--- src/design/nbe_pkg.sv ---
package nbe_pkg;

    localparam int APB_AW = 16;
    localparam int APB_DW = 32;

    // Register indices; byte address is four times the index.
    localparam logic [15:0] SA6_STATUS_IDX = 16'h0b0c;
    localparam logic [15:0] SA6_ENABLE_IDX = 16'h0b0d;
    localparam logic [15:0] EZ_STATUS_IDX = 16'h0b0e;
    localparam logic [15:0] EZ_ENABLE_IDX = 16'h0b0f;

    localparam logic [7:0] SA6_STATUS_RST = 8'h00;
    localparam logic [7:0] SA6_ENABLE_RST = 8'h00;
    localparam logic [1:0] EZ_STATUS_RST = 2'h0;
    localparam logic [1:0] EZ_ENABLE_RST = 2'h0;

    // Sa6 event bit positions, shared by status and enable.
    localparam int BIT_ALL_ONES = 7;
    localparam int BIT_E = 6;
    localparam int BIT_C = 5;
    localparam int BIT_A = 4;
    localparam int BIT_EIGHT = 3;
    localparam int BIT_TWO_THREE = 2;
    localparam int BIT_UNLISTED = 1;
    localparam int BIT_ALL_ZERO = 0;

    localparam logic [3:0] PAT_ALL_ONES = 4'hf;
    localparam logic [3:0] PAT_E = 4'he;
    localparam logic [3:0] PAT_C = 4'hc;
    localparam logic [3:0] PAT_A = 4'ha;
    localparam logic [3:0] PAT_EIGHT = 4'h8;
    localparam logic [2:0] PAT_TWO_THREE_HI = 3'h1;
    localparam logic [3:0] PAT_ALL_ZERO = 4'h0;

    localparam logic [3:0] SA6_DEB_RST = 4'h0;
    localparam logic [7:0] SA6_MATCH_RST = 8'h01;

    localparam int SA7_STATE_BIT = 5;
    localparam int SA7_CHANGE_BIT = 1;
    localparam int ZERO_RUN_BIT = 0;
    localparam int SA7_VOTE_DEPTH = 3;
    localparam int SA7_VOTE_MIN = 2;
    localparam logic [2:0] SA7_HIST_RST = 3'h7;

    localparam int DEBOUNCE_REPEAT_DEFAULT = 3;

    typedef enum logic [0:0] {
        APB_IDLE = 1'b0,
        APB_ANSWER = 1'b1
    } apb_state_e;

endpackage

--- src/design/e1_national_bit_event_logic.sv ---
`timescale 1ns/1ps
module e1_national_bit_event_logic #(
    parameter int DEBOUNCE_REPEAT = nbe_pkg::DEBOUNCE_REPEAT_DEFAULT
) (
    input wire logic ref_clk,
    input wire logic srst,
    input wire logic psel,
    input wire logic penable,
    input wire logic pwrite,
    input wire logic [nbe_pkg::APB_AW-1:0] paddr,
    input wire logic [nbe_pkg::APB_DW-1:0] pwdata,
    output logic [nbe_pkg::APB_DW-1:0] prdata,
    output logic pready,
    output logic pslverr,
    input wire logic sa6_valid,
    input wire logic [3:0] sa6_nibble,
    input wire logic sa7_valid,
    input wire logic sa7_bit,
    input wire logic zero_run_active,
    output logic seventh_bit_zero_state,
    output logic irq
);
    import nbe_pkg::*;

    initial begin
        if (DEBOUNCE_REPEAT < 1) begin
            $error("DEBOUNCE_REPEAT must be at least one");
        end
    end

    function automatic logic reg_hit(input logic [APB_AW-1:0] a, input logic [15:0] idx);
        reg_hit = (a == {idx[APB_AW-3:0], 2'b00});
    endfunction

    function automatic logic [7:0] match_vec(input logic [3:0] n);
        logic [7:0] m;
        m = 8'h00;
        m[BIT_ALL_ONES] = (n == PAT_ALL_ONES);
        m[BIT_E] = (n == PAT_E);
        m[BIT_C] = (n == PAT_C);
        m[BIT_A] = (n == PAT_A);
        m[BIT_EIGHT] = (n == PAT_EIGHT);
        // ignore lowest bit: only the upper three bits are compared.
        m[BIT_TWO_THREE] = (n[3:1] == PAT_TWO_THREE_HI);
        m[BIT_ALL_ZERO] = (n == PAT_ALL_ZERO);
        m[BIT_UNLISTED] = (m == 8'h00);
        match_vec = m;
    endfunction

    function automatic logic zero_vote(input logic [SA7_VOTE_DEPTH-1:0] h);
        int z;
        z = 0;
        for (int i = 0; i < SA7_VOTE_DEPTH; i++) begin
            if (!h[i]) begin
                z = z + 1;
            end
        end
        zero_vote = (z >= SA7_VOTE_MIN);
    endfunction

    logic [3:0] deb_value;

    // debounced source: patterns are matched on the filtered nibble only.
    sa6_debounce #(
        .REPEAT(DEBOUNCE_REPEAT)
    ) u_debounce (
        .ref_clk(ref_clk),
        .srst(srst),
        .sample_valid(sa6_valid),
        .sample(sa6_nibble),
        .value(deb_value)
    );

    apb_state_e state_reg;
    apb_state_e state_next;
    logic [APB_DW-1:0] prdata_reg;
    logic [APB_DW-1:0] prdata_next;
    logic pready_reg;
    logic pready_next;
    logic pslverr_reg;
    logic pslverr_next;
    logic [7:0] pmatch_reg;
    logic [7:0] pmatch_next;
    logic [SA7_VOTE_DEPTH-1:0] hist_reg;
    logic [SA7_VOTE_DEPTH-1:0] hist_next;
    logic sa7_state_reg;
    logic sa7_state_next;
    logic zero_run_reg;
    logic zero_run_next;
    logic [7:0] sa6_status_reg;
    logic [7:0] sa6_status_next;
    logic [7:0] sa6_en_reg;
    logic [7:0] sa6_en_next;
    logic [1:0] ez_status_reg;
    logic [1:0] ez_status_next;
    logic [1:0] ez_en_reg;
    logic [1:0] ez_en_next;
    logic irq_reg;
    logic irq_next;

    logic [7:0] dmatch;
    logic [7:0] sa6_evt;
    logic [1:0] ez_evt;
    logic [APB_DW-1:0] rdata;
    logic hit;
    logic done;
    logic done_wr;
    logic done_rd;

    // Bus slave: the answer comes one cycle into the access phase.
    always_comb begin
        hit = reg_hit(paddr, SA6_STATUS_IDX) || reg_hit(paddr, SA6_ENABLE_IDX)
            || reg_hit(paddr, EZ_STATUS_IDX) || reg_hit(paddr, EZ_ENABLE_IDX);
        rdata = '0;
        if (reg_hit(paddr, SA6_STATUS_IDX)) begin
            rdata[7:0] = sa6_status_reg;
        end else if (reg_hit(paddr, SA6_ENABLE_IDX)) begin
            rdata[7:0] = sa6_en_reg;
        end else if (reg_hit(paddr, EZ_STATUS_IDX)) begin
            rdata[SA7_STATE_BIT] = sa7_state_reg;
            rdata[1:0] = ez_status_reg;
        end else if (reg_hit(paddr, EZ_ENABLE_IDX)) begin
            rdata[1:0] = ez_en_reg;
        end
        done = (state_reg == APB_ANSWER) && psel && penable;
        done_wr = done && pwrite && !pslverr_reg;
        done_rd = done && !pwrite && !pslverr_reg;
    end

    always_comb begin
        state_next = state_reg;
        prdata_next = prdata_reg;
        pready_next = 1'b0;
        pslverr_next = 1'b0;
        case (state_reg)
            APB_IDLE: begin
                if (psel && penable) begin
                    state_next = APB_ANSWER;
                    pready_next = 1'b1;
                    pslverr_next = !hit;
                    prdata_next = pwrite ? '0 : rdata;
                end
            end
            APB_ANSWER: begin
                state_next = APB_IDLE;
            end
            default: begin
                state_next = APB_IDLE;
            end
        endcase
    end

    // Event detection on the debounced nibble, the Sa7 vote and the zero-run level.
    always_comb begin
        dmatch = match_vec(deb_value);
        pmatch_next = dmatch;
        // entry and exit: any change of a listed pattern match is an event.
        sa6_evt = dmatch ^ pmatch_reg;
        // entry only: leaving the unlisted set raises nothing.
        sa6_evt[BIT_UNLISTED] = dmatch[BIT_UNLISTED] && !pmatch_reg[BIT_UNLISTED];
        hist_next = hist_reg;
        if (sa7_valid) begin
            hist_next = {hist_reg[SA7_VOTE_DEPTH-2:0], sa7_bit};
        end
        // two of three: declared while at least two stored samples are zero.
        sa7_state_next = zero_vote(hist_reg);
        zero_run_next = zero_run_active;
        ez_evt = 2'b00;
        // Sa7 change: both declare and removal are events.
        ez_evt[SA7_CHANGE_BIT] = sa7_state_next != sa7_state_reg;
        // zero-run change: detect and clear are both events.
        ez_evt[ZERO_RUN_BIT] = zero_run_active != zero_run_reg;
    end

    // Registers; a read clears only the bits that it actually returned, so an
    // event arriving after the data was captured survives, and a set beats a clear.
    always_comb begin
        sa6_en_next = sa6_en_reg;
        ez_en_next = ez_en_reg;
        sa6_status_next = sa6_status_reg;
        ez_status_next = ez_status_reg;
        // Sa6 enables: one read-write bit per event.
        if (done_wr && reg_hit(paddr, SA6_ENABLE_IDX)) begin
            sa6_en_next = pwdata[7:0];
        end
        // zero-run enables: bits one and zero are writable.
        if (done_wr && reg_hit(paddr, EZ_ENABLE_IDX)) begin
            ez_en_next = pwdata[1:0];
        end
        // clear on read: also writing a one clears a bit.
        if (reg_hit(paddr, SA6_STATUS_IDX)) begin
            if (done_rd) begin
                sa6_status_next = sa6_status_next & ~prdata_reg[7:0];
            end
            if (done_wr) begin
                sa6_status_next = sa6_status_next & ~pwdata[7:0];
            end
        end
        if (reg_hit(paddr, EZ_STATUS_IDX)) begin
            if (done_rd) begin
                ez_status_next = ez_status_next & ~prdata_reg[1:0];
            end
            if (done_wr) begin
                ez_status_next = ez_status_next & ~pwdata[1:0];
            end
        end
        // latch events: hardware set wins over software clear.
        sa6_status_next = sa6_status_next | sa6_evt;
        ez_status_next = ez_status_next | ez_evt;
        // enable gating: only enabled latched events drive the interrupt.
        irq_next = (|(sa6_status_next & sa6_en_next)) || (|(ez_status_next & ez_en_next));
    end

    always_ff @(posedge ref_clk) begin
        if (srst) begin
            state_reg <= APB_IDLE;
            prdata_reg <= '0;
            pready_reg <= 1'b0;
            pslverr_reg <= 1'b0;
            pmatch_reg <= SA6_MATCH_RST;
            hist_reg <= SA7_HIST_RST;
            sa7_state_reg <= 1'b0;
            zero_run_reg <= 1'b0;
            sa6_status_reg <= SA6_STATUS_RST;
            sa6_en_reg <= SA6_ENABLE_RST;
            ez_status_reg <= EZ_STATUS_RST;
            ez_en_reg <= EZ_ENABLE_RST;
            irq_reg <= 1'b0;
        end else begin
            state_reg <= state_next;
            prdata_reg <= prdata_next;
            pready_reg <= pready_next;
            pslverr_reg <= pslverr_next;
            pmatch_reg <= pmatch_next;
            hist_reg <= hist_next;
            sa7_state_reg <= sa7_state_next;
            zero_run_reg <= zero_run_next;
            sa6_status_reg <= sa6_status_next;
            sa6_en_reg <= sa6_en_next;
            ez_status_reg <= ez_status_next;
            ez_en_reg <= ez_en_next;
            irq_reg <= irq_next;
        end
    end

    assign prdata = prdata_reg;
    assign pready = pready_reg;
    assign pslverr = pslverr_reg;
    assign seventh_bit_zero_state = sa7_state_reg;
    assign irq = irq_reg;

    a_sa6_ones_change: assert property (@(posedge ref_clk) disable iff (srst)
        (dmatch[BIT_ALL_ONES] != pmatch_reg[BIT_ALL_ONES]) |=> sa6_status_reg[BIT_ALL_ONES])
        else $error("Sa6 all-ones change not latched");

    a_pattern_two_three: assert property (@(posedge ref_clk) disable iff (srst)
        (deb_value[3:1] == PAT_TWO_THREE_HI) |-> dmatch[BIT_TWO_THREE]
            && !dmatch[BIT_UNLISTED])
        else $error("Pattern 001x not matched");

    a_unlisted_no_exit: assert property (@(posedge ref_clk) disable iff (srst)
        (!sa6_status_reg[BIT_UNLISTED] && !dmatch[BIT_UNLISTED]) |=> !sa6_status_reg[BIT_UNLISTED])
        else $error("Unlisted event raised without entry");

    a_enable_after_reset: assert property (@(posedge ref_clk)
        $past(srst) |-> (sa6_en_reg == SA6_ENABLE_RST && ez_en_reg == EZ_ENABLE_RST))
        else $error("Enables not zero after reset");

    a_irq_needs_enable: assert property (@(posedge ref_clk) disable iff (srst)
        irq_reg == ((|(sa6_status_reg & sa6_en_reg)) || (|(ez_status_reg & ez_en_reg))))
        else $error("Interrupt does not follow enabled status");

    a_sa7_vote_zero: assert property (@(posedge ref_clk) disable iff (srst)
        ($countones(~hist_reg) >= SA7_VOTE_MIN) |=> seventh_bit_zero_state)
        else $error("Sa7 zero state not declared");

    a_sa7_change_latched: assert property (@(posedge ref_clk) disable iff (srst)
        $changed(sa7_state_reg) |-> ez_status_reg[SA7_CHANGE_BIT])
        else $error("Sa7 change not latched");

    a_zero_run_latched: assert property (@(posedge ref_clk) disable iff (srst)
        $changed(zero_run_reg) |-> ez_status_reg[ZERO_RUN_BIT])
        else $error("Zero-run change not latched");

    a_read_clears_status: assert property (@(posedge ref_clk) disable iff (srst)
        (done_rd && reg_hit(paddr, SA6_STATUS_IDX) && sa6_evt == 8'h00)
            |=> (sa6_status_reg & $past(prdata_reg[7:0])) == 8'h00)
        else $error("Read did not clear returned bits");

    a_ez_enable_write: assert property (@(posedge ref_clk) disable iff (srst)
        (done_wr && reg_hit(paddr, EZ_ENABLE_IDX)) |=> ez_en_reg == $past(pwdata[1:0]))
        else $error("Zero-run enable write lost");

endmodule

--- src/design/sa6_debounce.sv ---
`timescale 1ns/1ps
module sa6_debounce #(
    parameter int REPEAT = nbe_pkg::DEBOUNCE_REPEAT_DEFAULT
) (
    input wire logic ref_clk,
    input wire logic srst,
    input wire logic sample_valid,
    input wire logic [3:0] sample,
    output logic [3:0] value
);
    import nbe_pkg::*;

    localparam int CW = $clog2(REPEAT + 1);
    localparam logic [CW-1:0] CNT_MAX = CW'(REPEAT);
    localparam logic [CW-1:0] CNT_ONE = CW'(1);

    initial begin
        if (REPEAT < 1) begin
            $error("REPEAT must be at least one");
        end
    end

    logic [3:0] cand_reg;
    logic [3:0] cand_next;
    logic [CW-1:0] cnt_reg;
    logic [CW-1:0] cnt_next;
    logic [3:0] value_reg;
    logic [3:0] value_next;

    // repeat before accept: a value is taken only after REPEAT equal multiframes.
    always_comb begin
        cand_next = cand_reg;
        cnt_next = cnt_reg;
        value_next = value_reg;
        if (sample_valid) begin
            if (sample == cand_reg) begin
                if (cnt_reg != CNT_MAX) begin
                    cnt_next = cnt_reg + CNT_ONE;
                end
            end else begin
                cand_next = sample;
                cnt_next = CNT_ONE;
            end
            if (cnt_next == CNT_MAX) begin
                value_next = cand_next;
            end
        end
    end

    always_ff @(posedge ref_clk) begin
        if (srst) begin
            cand_reg <= SA6_DEB_RST;
            cnt_reg <= '0;
            value_reg <= SA6_DEB_RST;
        end else begin
            cand_reg <= cand_next;
            cnt_reg <= cnt_next;
            value_reg <= value_next;
        end
    end

    assign value = value_reg;

    a_deb_only_repeat: assert property (@(posedge ref_clk) disable iff (srst)
        (value_reg != $past(value_reg)) |-> ($past(cnt_next) == CNT_MAX
            && value_reg == $past(cand_next)))
        else $error("Debounced value changed without enough repeats");

endmodule

--- config.mk ---
export PLATFORM = sky130hd
export DESIGN_NAME = e1_national_bit_event_logic
export DESIGN_NICKNAME = d
export VERILOG_FILES = /design/src/design/nbe_pkg.sv /design/src/design/e1_national_bit_event_logic.sv /design/src/design/sa6_debounce.sv
export SDC_FILE = /design/constraint.sdc
export NUM_CORES = 1
export LEC_CHECK = 0
export ABC_CLOCK_PERIOD_IN_PS = 5800
export BUFFER_PORTS_ARGS = -buffer_cell sky130_fd_sc_hd__buf_2
export CAP_MARGIN = 20
export CORE_ASPECT_RATIO = 1.25
export CORE_MARGIN = 5
export CORE_UTILIZATION = 56
export CTS_BUF_LIST = sky130_fd_sc_hd__clkbuf_8
export CTS_CLUSTER_SIZE = 20
export DETAILED_ROUTE_END_ITERATION = 10
export GPL_ROUTABILITY_DRIVEN = 0
export PLACE_DENSITY = 0.95
export RECOVER_POWER = 25
export SYNTH_ARGS = -nofsm -noshare
export SYNTH_HDL_FRONTEND = slang
export SYNTH_HIERARCHICAL = 1
export SYNTH_SLANG_ARGS = --single-unit
--- constraint.sdc ---
create_clock -name ref_clk -period 5.8 [get_ports ref_clk]
set_input_delay 0.29 -clock ref_clk [delete_from_list [all_inputs] [get_ports ref_clk]]
set_output_delay 0.29 -clock ref_clk [all_outputs]
set_load 0.02 [all_outputs]
==> flow_summary.json <==
{
  "post-route-min-period_ns": 2.802,
  "antenna_cells": 0,
  "leading_post_synthesis_cells_by_instance_count": "dfxtp_1, nor2_1, buf_4",
  "timing.final.crit_share_pct": 48.30,
  "outcome": "finished with violations",
  "boundaryPins": 97,
  "cts.reportedPaths.clkPinSlew_ns": 0.11,
  "vdd.ir_drop.worst_mv": 0.1555,
  "finalHoldViolCount": 0,
  "fin_worst_skew_ns": 0.01607,
  "grt_setup_unrepaired": "no",
  "design.core.area_mm2": 0.004800,
  "yosysUniqueCellTypes": 55,
  "predominant_post_synthesis_flop_cell": "dfxtp_1",
  "hold_class": "in -> reg",
  "cts_buffers": 5,
  "wl_per_cell_um": 14.66,
  "gr-usage-all-layers_pct": 18.45,
  "route.final.wire_length_um": 5819,
  "finalMaxSlewViolations": 45,
  "dr.first_iter.drc_count": 187,
  "die-area_mm2": 0.006510,
  "synth_edf_count": 0,
  "regArea_mm2": 0.001081,
  "fmax_mhz": 356.9,
  "tritoncts": "built",
  "rows": 28,
  "synth_top_cells_by_area": "dfxtp_1, mux2i_1, buf_4",
  "critical_path.max_fanout": 11,
  "power.static_leakage_nw": 1.261,
  "post_synth.cell_area_avg_um2": 9.376,
  "async_reset_ff_share_pct": 0,
  "synth_sequential_area_ratio_pct": 38.69,
  "worst_skew_pair.late_latency_ns": 0.32,
  "flip_flop_and_latch_count_after_synthesis": 54,
  "io_buffers": 48,
  "maxCapViolCount": 1,
  "timing.max_slew.rel_slack_pct": -19.55,
  "antenna_violating_nets_post_route": 0,
  "critPathRequiredTime_ns": 5.91,
  "ff2ff_setup_slack_ns": 3.00,
  "htree_num_levels": 2,
  "syn-cell-area_mm2": 0.002794,
  "hpwl_dp_um": 4409,
  "cp-start-kind": "register",
  "cts_root_buffer": "clkbuf_8",
  "p_per_area_mw_per_mm2": 222.8,
  "cp_data_arrival_time_ns": 2.91,
  "filler_cell_count": 392,
  "finalSetupViolations": 0,
  "ratio_of_routed_vias_to_standard_cells": 5.494,
  "grt_start_max_net_pins": 45,
  "drcViolationCount": 0,
  "vias_in_the_first_global_route": 2104,
  "synthesis.yosys.warnings": 6,
  "hold_slack_ns": 0.1750,
  "chipWidth_um": 73.18,
  "netlist.area_leader.share_pct": 38.69,
  "synth_most_common_cell": "dfxtp_1",
  "path_class": "reg -> reg",
  "totalNegativeSetupSlack_ns": 0,
  "finalCoreUtilization_pct": 63.24,
  "cts_sinks": 54,
  "area_growth_syn_to_layout_pct": 8.643,
  "grt_first_pass_wirelength_um": 9411,
  "count_of_instances_resized_after_the_clock_tree_is_built": 0,
  "power_mw": 0.6763,
  "die_y_um": 88.97,
  "grt_remaining_overflow": 0,
  "violations": "capacitance limit, slew limit",
  "cts-root-to-sink-buffers": 2,
  "synthesis.instances": 298,
  "tightestPinTransition_ns": 1.793,
  "preCtsSetupSlack_ns": 3.091,
  "area_occupied_by_multi_input_gates_mm2": 0.001534,
  "final_net_count": 399,
  "worstSetupEndpointType": "register",
  "post_cts_buffers": 0,
  "post-synth-top-area-cell": "dfxtp_1",
  "grt_antenna_before_repair": 0,
  "detailroute.via_count": 2181,
  "final_critical_path_setup_slack_ns": 2.998,
  "initial_core_util_pct": 58.21,
  "drive_above_1_share_pct": 21.96,
  "firstDrtPassIters": 4,
  "cts.hold.buffers_added": 0
}
## where the power goes
part           internal (mW)  switching [mW]  total [mW]
clock network         0.0897           0.133       0.223
registers              0.377         0.00410       0.381
logic                 0.0260          0.0463      0.0723
total                  0.493           0.184       0.676
## worst paths after layout
kind | from | end | cells past startpoint
worst max-delay path | state_reg | irq | 6
worst min-delay path | sa7_bit | hist_reg[0] | 3
worst max register to register | state_reg | irq | 6
worst min register to register | sa6_status_reg[3] | sa6_status_reg[3] | 2
## through the flow
stage,instances,instance area (um^2)
2_1_floorplan,321,2880
3_3_place_gp,389,2942
3_5_place_dp,389,2942
4_1_cts,397,3039
5_1_grt,397,3035
6_report,397,3035
## cells by family after synthesis
| group | Yosys count | share of synthesized area [%] |
|---|---|---|
| compound gates | 49 | 12.72 |
| xor+xnor | 13 | 4.075 |
| fa+ha+maj | 2 | 0.8955 |
| buf+inv | 43 | 9.493 |
| flops | 54 | 38.69 |
| mux | 31 | 12.40 |
| other cells | 1 | 0.1342 |
| simple gates | 105 | 21.59 |
## layout make-up
cell class / instances / area share (%)
Multi-Input combinational cell: 224 / 50.54
Sequential cell: 54 / 35.61
Timing Repair Buffer: 48 / 7.791
Clock buffer: 5 / 2.267
Clock inverter: 3 / 0.9481
Tap cell: 60 / 2.473
Inverter: 3 / 0.3710
## worst max-delay path, cell delays in order (launching register included)
cell and delay [ns]:
dfxtp_1 0.40, nand4b_1 0.51, nor3_2 0.50, nand2_1 0.22, mux2_2 0.34, a2111oi_2 0.45
a41oi_1 0.18
## cell usage in the layout, fill, tap and decap left out, types with 2 or more instances in the layout
cell type  count
nand3_1        9
a21oi_1       19
xor2_1         5
o21ai_0        7
conb_1        24
nand4b_1       3
a21o_1         3
o41ai_1        2
nand3b_1       2
inv_1          3
ha_1           2
o211ai_1       2
mux2i_1       23
a22oi_1        5
clkbuf_1       3
and2_1        11
dfxtp_1       54
clkbuf_8       5
nand2b_1       9
o41ai_2        2
nor2b_1        2
nor4_1         3
xnor2_1        8
mux2_2         6
nor2_1        28
nand4_2        2
nand2_1       14
nor3_1         8
buf_2         45
clkinv_4       2
and4bb_2       2
## metal layers
layer	vias to the layer above	share of wire, %	GRT usage, %
met1	980	38	20.48
met5	-	0	0
met4	0	2.4	8.893
met3	13	9.5	3.600
li1	1075	-	-
met2	113	50	33.36
Note: power is estimated with default switching activity, not from simulation.
